### config.mk
export PLATFORM = sky130hd
export DESIGN_NAME = icu_cfg_slave
export DESIGN_NICKNAME = d
export VERILOG_FILES = /design/src/icu_pkg.sv /design/src/icu_cfg_slave.sv
export SDC_FILE = /design/constraint.sdc
export NUM_CORES = 1
export LEC_CHECK = 0
export BUFFER_PORTS_ARGS = -buffer_cell sky130_fd_sc_hd__buf_4
export CORE_MARGIN = 2
export CORE_UTILIZATION = 45
export DETAILED_ROUTE_END_ITERATION = 10
export PLACE_DENSITY = 0.69
export SYNTH_ARGS = -nofsm -noshare
export SYNTH_HDL_FRONTEND = slang
export SYNTH_SLANG_ARGS = --single-unit
### constraint.sdc
create_clock -name i_clk_sys -period 3.75 [get_ports i_clk_sys]
set_input_delay 0.5625 -clock i_clk_sys [delete_from_list [all_inputs] [get_ports i_clk_sys]]
set_output_delay 0.5625 -clock i_clk_sys [all_outputs]
set_load 0.02 [all_outputs]
### src/icu_pkg.sv
// Shared constants and types for the serial configuration slave with update delay
`default_nettype none

package icu_pkg;

    // ****************************************
    // Clock and sizes
    // ****************************************
    localparam int CLK_PERIOD_NS = 10;
    localparam int NUM_REGS      = 8;
    localparam int CNT_W         = 20;
    localparam int BIT_LAST      = 8;

    // ****************************************
    // Bus address and register layout
    // ****************************************
    localparam logic [5:0] ADDR_HI     = 6'h24;  // Fixed upper address bits 100100
    localparam int         SRC_REG     = 0;      // Register holding the source select bit
    localparam int         SRC_BIT     = 0;
    localparam logic [7:0] REG_RST_VAL = 8'h00;  // Default contents, source A

    // ****************************************
    // Update delay windows
    // ****************************************
    localparam int SW_DELAY_NS  = 200000;
    localparam int CFG_DELAY_NS = 20000;
    localparam int SW_DELAY_CYC  = (SW_DELAY_NS + CLK_PERIOD_NS - 1) / CLK_PERIOD_NS;
    localparam int CFG_DELAY_CYC = (CFG_DELAY_NS + CLK_PERIOD_NS - 1) / CLK_PERIOD_NS;

    // ****************************************
    // Types
    // ****************************************
    typedef enum logic [8:0] {
        ST_IDLE  = 9'h001,
        ST_ADDR  = 9'h002,
        ST_A_ACK = 9'h004,
        ST_PTR   = 9'h008,
        ST_P_ACK = 9'h010,
        ST_WDAT  = 9'h020,
        ST_W_ACK = 9'h040,
        ST_RDAT  = 9'h080,
        ST_R_ACK = 9'h100
    } icu_state_t;

    typedef struct packed {
        logic start;
        logic stop;
        logic rise;
        logic fall;
        logic sda;
    } icu_bus_ev_t;

    typedef struct packed {
        logic       go;
        logic [7:0] idx;
        logic [7:0] data;
    } icu_wr_t;

endpackage

`default_nettype wire
### src/icu_cfg_slave.sv
// Serial configuration slave with per-register update delay windows
`default_nettype none

// What this block does
// - Reset pin low returns every configuration register to its default.
// - Reset clears the source select bit to A and starts its delay window.
// - Seven-bit address, MSB first: fixed 100100 plus strap pin as LSB.
// - Direction bit 0 after a matching address is acknowledged.
// - Eight-bit pointer is acknowledged and latched as target register.
// - Write data byte is stored at the pointer, then acknowledged.
// - After a write a stop or repeated start of any kind may follow.
// - Read: repeated start, same address with direction 1, acknowledged.
// - Read shifts out the pointed register, MSB first.
// - After a read a stop or repeated start of any kind may follow.
// - Update delay starts at the falling clock edge of last data bit.
// - Each register has its own update delay length.
// - Writes during a window are kept but not applied until it ends.
// - Writes during a window do not restart it; newer value wins.
// - At window end the latest written value is applied.
// - A write with no window open applies at once and opens one.
// - Source select 0 routes source A, 1 routes source B.
module icu_cfg_slave
    import icu_pkg::*;
#(
    parameter int                         NREG    = NUM_REGS,
    parameter logic [CNT_W-1:0]           SW_CYC  = CNT_W'(SW_DELAY_CYC),
    parameter logic [CNT_W-1:0]           CFG_CYC = CNT_W'(CFG_DELAY_CYC),
    parameter logic [NREG-1:0][CNT_W-1:0] UPD_CYC = {{(NREG-1){CFG_CYC}}, SW_CYC}
)(
    // Clock and reset
    input  wire logic                 i_clk_sys,
    input  wire logic                 i_rst_n,
    // Serial bus pins
    input  wire logic                 i_scl,
    input  wire logic                 i_sda,
    output var  logic                 o_sda_o,
    output var  logic                 o_sda_oe,
    // Address strap
    input  wire logic                 i_addr_lsb,
    // Applied physical state
    output var  logic [NREG-1:0][7:0] o_cfg_applied,
    output var  logic                 o_source_select_bit
);

    // ****************************************
    // Pin synchronisers and bus events
    // ****************************************
    logic [2:0]  sync1_r;
    logic [2:0]  sync2_r;
    logic        scl_d_r;
    logic        sda_d_r;
    icu_bus_ev_t ev;

    // Two stages for each pin; only stage two is read
    always_ff @(posedge i_clk_sys or negedge i_rst_n)
    begin
        if (!i_rst_n)
        begin
            sync1_r <= 3'h7;
            sync2_r <= 3'h7;
            scl_d_r <= 1'b1;
            sda_d_r <= 1'b1;
        end
        else
        begin
            sync1_r <= {i_addr_lsb, i_sda, i_scl};
            sync2_r <= sync1_r;
            scl_d_r <= sync2_r[0];
            sda_d_r <= sync2_r[1];
        end
    end

    // Edge and condition decode
    assign ev.rise  = sync2_r[0] & ~scl_d_r;
    assign ev.fall  = ~sync2_r[0] & scl_d_r;
    assign ev.start = sync2_r[0] & scl_d_r & ~sync2_r[1] & sda_d_r;
    assign ev.stop  = sync2_r[0] & scl_d_r & sync2_r[1] & ~sda_d_r;
    assign ev.sda   = sync2_r[1];

    // ****************************************
    // Protocol state machine
    // ****************************************
    icu_state_t state_r;
    icu_state_t state_nxt;
    logic [3:0] cnt_r;
    logic [7:0] shift_r;
    logic [7:0] ptr_r;
    logic [7:0] tx_r;
    logic       rw_r;
    logic       sda_oe_r;
    // Written copies and window counters; the read path below reads the written copies
    logic [NREG-1:0][7:0]       cfg_wr_r;
    logic [NREG-1:0][CNT_W-1:0] upd_cnt_r;

    function automatic logic reg_hit(input logic [7:0] p);
        reg_hit = (32'(p) < NREG);
    endfunction

    wire       byte_done = ev.fall & (cnt_r == 4'(BIT_LAST));
    wire       addr_ok   = (shift_r[7:1] == {ADDR_HI, sync2_r[2]});
    wire [7:0] rd_val    = reg_hit(ptr_r) ? cfg_wr_r[ptr_r[2:0]] : 8'h00;
    icu_wr_t   wr;
    assign wr.go   = (state_r == ST_WDAT) & byte_done;
    assign wr.idx  = ptr_r;
    assign wr.data = shift_r;

    // Next state on bus events; start and stop override everything
    always_comb
    begin
        state_nxt = state_r;
        if (ev.start)
            state_nxt = ST_ADDR;
        else if (ev.stop)
            state_nxt = ST_IDLE;
        else if (ev.fall)
        begin
            unique case (state_r)
                ST_IDLE:  state_nxt = ST_IDLE;
                ST_ADDR:  state_nxt = byte_done ? (addr_ok ? ST_A_ACK : ST_IDLE) : ST_ADDR;
                ST_A_ACK: state_nxt = rw_r ? ST_RDAT : ST_PTR;
                ST_PTR:   state_nxt = byte_done ? ST_P_ACK : ST_PTR;
                ST_P_ACK: state_nxt = ST_WDAT;
                ST_WDAT:  state_nxt = byte_done ? ST_W_ACK : ST_WDAT;
                ST_W_ACK: state_nxt = ST_IDLE;
                ST_RDAT:  state_nxt = byte_done ? ST_R_ACK : ST_RDAT;
                ST_R_ACK: state_nxt = ST_IDLE;
                default:  state_nxt = ST_IDLE;
            endcase
        end
    end

    // Shift in on rising clock, count bits, move on falling clock
    always_ff @(posedge i_clk_sys or negedge i_rst_n)
    begin
        if (!i_rst_n)
        begin
            state_r <= ST_IDLE;
            cnt_r   <= 4'h0;
            shift_r <= 8'h00;
        end
        else
        begin
            state_r <= state_nxt;
            if (ev.start || (ev.fall && state_nxt != state_r))
                cnt_r <= 4'h0;
            else if (ev.rise)
            begin
                cnt_r   <= cnt_r + 4'h1;
                shift_r <= {shift_r[6:0], ev.sda};
            end
        end
    end

    // Pointer, direction and read shifter
    always_ff @(posedge i_clk_sys or negedge i_rst_n)
    begin
        if (!i_rst_n)
        begin
            ptr_r <= 8'h00;
            rw_r  <= 1'b0;
            tx_r  <= 8'h00;
        end
        else
        begin
            if (state_r == ST_ADDR && byte_done)
                rw_r <= shift_r[0];
            if (state_r == ST_PTR && byte_done)
                ptr_r <= shift_r;
            if (state_r == ST_A_ACK && ev.fall)
                tx_r <= {rd_val[6:0], 1'b0};
            else if (state_r == ST_RDAT && ev.fall)
                tx_r <= {tx_r[6:0], 1'b0};
        end
    end

    // Data line driver: acks and read bits, changed on falling clock, released at start and stop
    always_ff @(posedge i_clk_sys or negedge i_rst_n)
    begin
        if (!i_rst_n)
            sda_oe_r <= 1'b0;
        else if (ev.start || ev.stop)
            sda_oe_r <= 1'b0;
        else if (ev.fall)
        begin
            if (state_nxt == ST_A_ACK || state_nxt == ST_P_ACK || state_nxt == ST_W_ACK)
                sda_oe_r <= 1'b1;
            else if (state_r == ST_A_ACK && rw_r)
                sda_oe_r <= ~rd_val[7];
            else if (state_r == ST_RDAT && !byte_done)
                sda_oe_r <= ~tx_r[7];
            else
                sda_oe_r <= 1'b0;
        end
    end

    assign o_sda_oe = sda_oe_r;
    assign o_sda_o  = 1'b0;

    // ****************************************
    // Written values, windows and applied state
    // ****************************************
    // Per-register storage is declared with the protocol logic above

    for (genvar g = 0; g < NREG; g++)
    begin : g_reg
        wire hit = wr.go & reg_hit(wr.idx) & (wr.idx[2:0] == 3'(g));

        // Written copy and window counter per register
        always_ff @(posedge i_clk_sys or negedge i_rst_n)
        begin
            if (!i_rst_n)
            begin
                cfg_wr_r[g]      <= REG_RST_VAL;
                o_cfg_applied[g] <= REG_RST_VAL;
                upd_cnt_r[g]     <= (g == SRC_REG) ? UPD_CYC[g] : '0;
            end
            else
            begin
                if (hit)
                    cfg_wr_r[g] <= wr.data;
                if (upd_cnt_r[g] == '0)
                begin
                    if (hit)
                    begin
                        o_cfg_applied[g] <= wr.data;
                        upd_cnt_r[g]     <= UPD_CYC[g];
                    end
                end
                else
                begin
                    upd_cnt_r[g] <= upd_cnt_r[g] - 1'b1;
                    if (upd_cnt_r[g] == CNT_W'(1))
                        o_cfg_applied[g] <= hit ? wr.data : cfg_wr_r[g];
                end
            end
        end
    end

    // Routing select follows the applied source bit
    always_ff @(posedge i_clk_sys or negedge i_rst_n)
    begin
        if (!i_rst_n)
            o_source_select_bit <= 1'b0;
        else
            o_source_select_bit <= o_cfg_applied[SRC_REG][SRC_BIT];
    end

    wire wr0 = g_reg[SRC_REG].hit;
endmodule

`default_nettype wire

After elaboration in Yosys (flattened, before gate mapping)
Cells that the tools add are included.
{ "classes": {"addsub": 9, "reduce_logical": 41, "n_bitwise": 25, "eq_ne": 35, "n_lt_le_gt_ge": 2, "mux": 70} }
{ "ops": {"columns": ["operator", "n"], "rows": [
  ["two-way mux 20 bit", 16],
  ["two-way mux 8 bit", 37],
  ["equality test 20 x 1 -> 1 bit, second input constant", 8],
  ["logical NOT 20 bit", 8],
  ["subtractor 20 x 1 -> 20 bit, second input constant", 8],
  ["one-hot mux 9 bit (6 select lines)", 1],
  ["two-way mux 9 bit", 4],
  ["binary-select mux 8 bit (select 3 bit)", 1],
  ["nonzero test 2 bit", 11],
  ["AND 1 bit", 18],
  ["equality test 9 x 3 -> 1 bit, second input constant", 2],
  ["equality test 9 x 5 -> 1 bit, second input constant", 2],
  ["AND reduction 2 bit", 9],
  ["inequality test 2 bit, second input constant", 8],
  ["equality test 3 bit, second input constant", 4],
  ["equality test 9 x 2 -> 1 bit, second input constant", 1],
  ["equality test 9 x 4 -> 1 bit, second input constant", 1],
  ["equality test 9 x 6 -> 1 bit, second input constant", 1],
  ["equality test 9 x 7 -> 1 bit, second input constant", 1],
  ["equality test 9 x 8 -> 1 bit, second input constant", 1],
  ["inequality test 9 bit", 1],
  ["< comparator 8 x 4 -> 1 bit, second input constant", 1],
  ["two-way mux 4 bit", 2],
  ["equality test 7 bit", 1],
  ["other kinds (14)", 35]
]} }
{ "totals": {"out_inout_bits": 67, "regBits": 336} }

Depth between registers and ports, before layout
{ "logic_depth": {"word_depth": 14, "ltp_mapped": 11, "ltp_nobuf": 8} }

Least setup slack after synthesis
No wires, ideal clock.
{ "synth_timing": {"kind": "reg2reg", "startpoint": "reg ptr_r[7]", "endpoint": "reg o_cfg_applied[8] (netlist bit)", "synth_period_minus_slack_ns": 2.880, "arrival_ns": 2.755, "setup_time_ns": 0.125, "stages_incl_launch_ff": 7, "t_required_ns": 3.625, "path_slack_ns": 0.870, "cell_sequence": "dfrtp_1 > or4_1 > or3_1 > nor4_2 > mux2_2 > mux2_2 > mux2_2"} }
{ "synth_between": {"elab_chain_cells": 6, "elab_cells_between_ends": 8} }
{ "synth_lines": {"columns": ["element", "line", "source"], "rows": [
  ["start: declaration", "icu_cfg_slave.sv:87", "logic [7:0] ptr_r;"],
  ["start signal: assignment", "icu_cfg_slave.sv:168", "ptr_r <= shift_r;"],
  ["< comparator 8 x 4 -> 1 bit (*)", "icu_cfg_slave.sv:96", "reg_hit = (32'(p) < NREG);"],
  ["AND 1 bit (*) (2 in a row)", "icu_cfg_slave.sv:206", "wire hit = wr.go & reg_hit(wr.idx) & (wr.idx[2:0] == 3'(g));"],
  ["two-way mux 8 bit", "icu_cfg_slave.sv:233", "o_cfg_applied[g] <= hit ? wr.data : cfg_wr_r[g];"],
  ["two-way mux 8 bit", "icu_cfg_slave.sv:232", "if (upd_cnt_r[g] == CNT_W'(1))"],
  ["two-way mux 8 bit", "icu_cfg_slave.sv:221", "if (upd_cnt_r[g] == '0)"],
  ["end signal: indexed assignment", "icu_cfg_slave.sv:225", "o_cfg_applied[g] <= wr.data;"],
  ["end signal: indexed assignment", "icu_cfg_slave.sv:233", null],
  ["end: declaration", "icu_cfg_slave.sv:41", "output var logic [NREG-1:0][7:0] o_cfg_applied,"]
]} }
Mark *: on every way between the ends. The rest lies on a longest branch, timed or not. The select of a mux whose other input is x is not followed.
A chain may end at the register's enable or synchronous reset.

Final worst setup path
{ "layout_timing": {"startpoint": "reg upd_cnt_r[127] (netlist bit)", "endpoint": "reg o_cfg_applied[51] (netlist bit)"} }
{ "layout_between": {"elab_chain_cells": 3, "elab_cells_between_ends": 6} }
{ "layout_lines": {"columns": ["element", "line", "source"], "rows": [
  ["start: declaration", "icu_cfg_slave.sv:93", "logic [NREG-1:0][CNT_W-1:0] upd_cnt_r;"],
  ["start signal: indexed assignment", "icu_cfg_slave.sv:215", "upd_cnt_r[g] <= (g == SRC_REG) ? UPD_CYC[g] : '0;"],
  ["start signal: indexed assignment", "icu_cfg_slave.sv:226", "upd_cnt_r[g] <= UPD_CYC[g];"],
  ["start signal: indexed assignment", "icu_cfg_slave.sv:231", "upd_cnt_r[g] <= upd_cnt_r[g] - 1'b1;"],
  ["equality test 20 x 1 -> 1 bit / logical NOT 20 bit (equally long branches)", "icu_cfg_slave.sv:232, icu_cfg_slave.sv:221", null],
  ["nonzero test 2 bit (no line) / inequality test 2 bit (equally long branches)", null, null],
  ["AND reduction 2 bit (no line)", null, null]
]} }
Parallel ways exist; a longest one is shown, timed or not.

==> metrics.cfg <==
[run_status]
status=completed

[synthesis]
syn_inst=1487
synth_area_leaders=dfrtp_1 (49%), mux2_2 (9.1%), nand2_1 (3.3%)
synth_cell_types=72
yosys_warnings=0
yosysMostFrequentCell=dfrtp_1
yosysSeqAreaShare_pct=51.59
async_flop_share_pct=100.0
ys.flop_type=dfrtp_1
synth_seq_cells=335
syn-num-nets=1512
yosysTopAreaCell=dfrtp_1
synth_area_sq_um=16280
synth_common_cells=dfrtp_1 (321), nand2_1 (142), mux2_2 (132), nor2_1 (126), nor3_1 (62)
synth_edf_count=0
synth_top_area_share_pct=49.33
syn_avg_cell_area_sq_um=10.95

[power]
pwr-share-seq_pct=29.2
p_comb_share_pct=45.9
power.internal_w=0.009144
p_sw_w=0.005796
finalPower_w=0.01494
cellPowerDensity_nw_per_um2=800.1
p_leak_nw=9.535
vdd_drop_max_v=0.001100
clkPwrFrac_pct=24.9
p_sw_share_pct=38.80

[critical_path]
reg2reg_depth=6
timing.reg2reg.setup_slack_ps=700
critPathRequiredTime_ps=4160
crit_arrival_ps=3470
critPathLaunchType=register
path_max_fanout=8
rr_endpoint=o_cfg_applied[51]$_DFFE_PN0P_
cp-end-kind=register
crit_type=reg -> reg
r2r-start=upd_cnt_r[127]$_DFFE_PN0P_

[floorplanning]
dieHeight_um=194.2
initial_core_util_pct=45.78
die_width_um=194.2
ios=72
die_area_sq_um=37720
rows=69
core_area_sq_um=35570

[drt]
drt-wirelength-per-cell_um=18.28
wl_met2_um=17320
wl_met3_um=1787
m1WireLength_um=17420
drc=0
top_layer=met4
drt_wl_total_um=37500
firstDrtPassIters=5
viasPerCell=5.733
vias=11770
drt_iter0_drc=734
ant_nets=0

[final_layout]
nFillCells=3119
register_area_sq_um=8401
final_nets=1587
syn_to_final_growth_pct=14.67
diodes=0
fin_area_sq_um=18670
multi_input_comb_area_sq_um=7500
drive_gt1_share_pct=22.50

[timing]
setup_tns_ps=0
fmax_mhz=327.6
setup_viol_count_final=0
rsz0062_at_grt=false
fin_skew_ps=14.49
fin_crit_ps=3052
worst_slew_pin_slew_ps=1057
drv_slew=0
fin_crit_sh_pct=81.39
relSlewSlack_pct=28.60
final_hold_viol_count=0

[clock_tree]
root_buffer=clkbuf_16
cts_resized=0
clk_latency_ps=530
clk_pin_slew_ps=60
htree_levels=2
cts_buffers=38
clock_path_buffers=3
cts_tree=done
cts.repair_timing.setup_buffer_count=0
clock_sinks=335
cts_hold_buf=0

[grt]
grt_pass1_wl_um=61990
grtUsageTotal_pct=20.06
antenna_found_initial=0
grt.overflow.total=0
grt_max_degree=104
grt_pass1_vias=11550

[run]
maxCapViolCount=0

[place]
postPlaceCellArea_sq_um=17410
place_congestion=0.8728
hpwl_um=26020
port_buffers=70

[hold_path]
hp-class=in -> async

## how the worst max path moves through the flow
stage | start | endpoint | slack [ps] | depth (start not counted)
2_1_floorplan | ptr_r[7]$_DFFE_PN0P_ | o_cfg_applied[8]$_DFFE_PN0P_ | 870 | 6
3_3_place_gp | upd_cnt_r[126]$_DFFE_PN0P_ | o_cfg_applied[49]$_DFFE_PN0P_ | 790 | 6
3_5_place_dp | upd_cnt_r[127]$_DFFE_PN0P_ | o_cfg_applied[51]$_DFFE_PN0P_ | 710 | 6
4_1_cts | upd_cnt_r[142]$_DFFE_PN0P_ | o_cfg_applied[56]$_DFFE_PN0P_ | 710 | 6
5_1_grt | upd_cnt_r[142]$_DFFE_PN0P_ | o_cfg_applied[61]$_DFFE_PN0P_ | 530 | 6
6_report | upd_cnt_r[127]$_DFFE_PN0P_ | o_cfg_applied[51]$_DFFE_PN0P_ | 700 | 6
## cells in the final DEF, fill, tap and decap left out, types with 8 or more instances in the layout
cell       count
nand2_1      142
a21bo_2        8
nand4_1       14
or3_1         28
nor4_1        31
mux2_2       132
a21oi_1       47
dfstp_2       14
nor2b_1       12
nand3b_1       9
nor2_1       126
a2bb2oi_1     16
a21o_1        12
xor2_1        53
o2111ai_1      8
nand3_1       30
ha_1          20
o22ai_1       34
clkbuf_1       8
or4_1         25
nand2b_1      23
xnor2_1       46
buf_4        100
o31ai_1        8
mux2i_1       21
nor3_1        62
mux4_2        16
o21ai_0       43
inv_1         29
dfrtp_1      321
clkbuf_16     38
## routing by layer
metal	vias up	track usage, %
li1	5517	-
met4	0	6.089
met1	5854	28.73
met2	327	31.66
met3	67	2.957
met5	-	0
## logic make-up after synthesis
| logic type | Yosys count | share of synthesized area (%) |
|---|---|---|
| simple gates | 557 | 18.00 |
| fa+ha+maj | 20 | 1.537 |
| other cells | 1 | 0.02303 |
| flops | 335 | 51.59 |
| buf+inv | 98 | 2.390 |
| xor+xnor | 99 | 5.325 |
| mux | 170 | 12.72 |
| compound gates | 207 | 8.414 |
## flip-flops by register name (all words and copies together), names as in the netlist
| signal | count |
|---|---|
| sync2_r | 3 |
| scl_d_r | 1 |
| o_cfg_applied | 64 |
| state_r | 9 |
| sync1_r | 3 |
| upd_cnt_r | 160 |
| shift_r | 8 |
| cnt_r | 4 |
| rw_r | 1 |
| o_source_select_bit | 1 |
| tx_r | 7 |
| ptr_r | 8 |
| cfg_wr_r | 64 |
| sda_d_r | 1 |
| o_sda_oe | 1 |
## power groups by stage
stage	logic, W	registers, W	clock network [W]
after floorplan	0.00525	0.00437	0
after global placement	0.00660	0.00441	0
after detailed placement	0.00678	0.00442	0
after CTS	0.00684	0.00436	0.00381
after global routing	0.00763	0.00438	0.00396
final	0.00686	0.00436	0.00372
## area by class of cell
type	count	share of cell area, %
inverters	29	0.5830
repair buffers	104	4.423
clock buffers	53	5.770
clock inverters	16	0.9784
flip-flops and latches	335	44.99
well taps	461	3.089
multi-input cells	1054	40.17
## worst max-delay path, stage by stage, from the launching register on
cell and delay, ps:
dfrtp_1 410, or4_1 600, or3_1 520, or3_1 550, nand2_2 230, mux2_2 360, mux2_2 260
## through the flow
stage / cells / setup WS (ps) / hold slack (ps) / util (%)
6_report: 2052 / 697.8 / 57.63 / 52.49
5_1_grt: 2052 / 527.4 / 127.4 / 52.49
4_1_cts: 2052 / 706.6 / 114.8 / 52.49
3_5_place_dp: 1983 / 713.5 / 348.1 / 48.95
3_3_place_gp: 1983 / 788.3 / 346.0 / 48.95
2_1_floorplan: 1487 / 870.3 / 266.9 / -
Power figures use the tool's default switching activity.
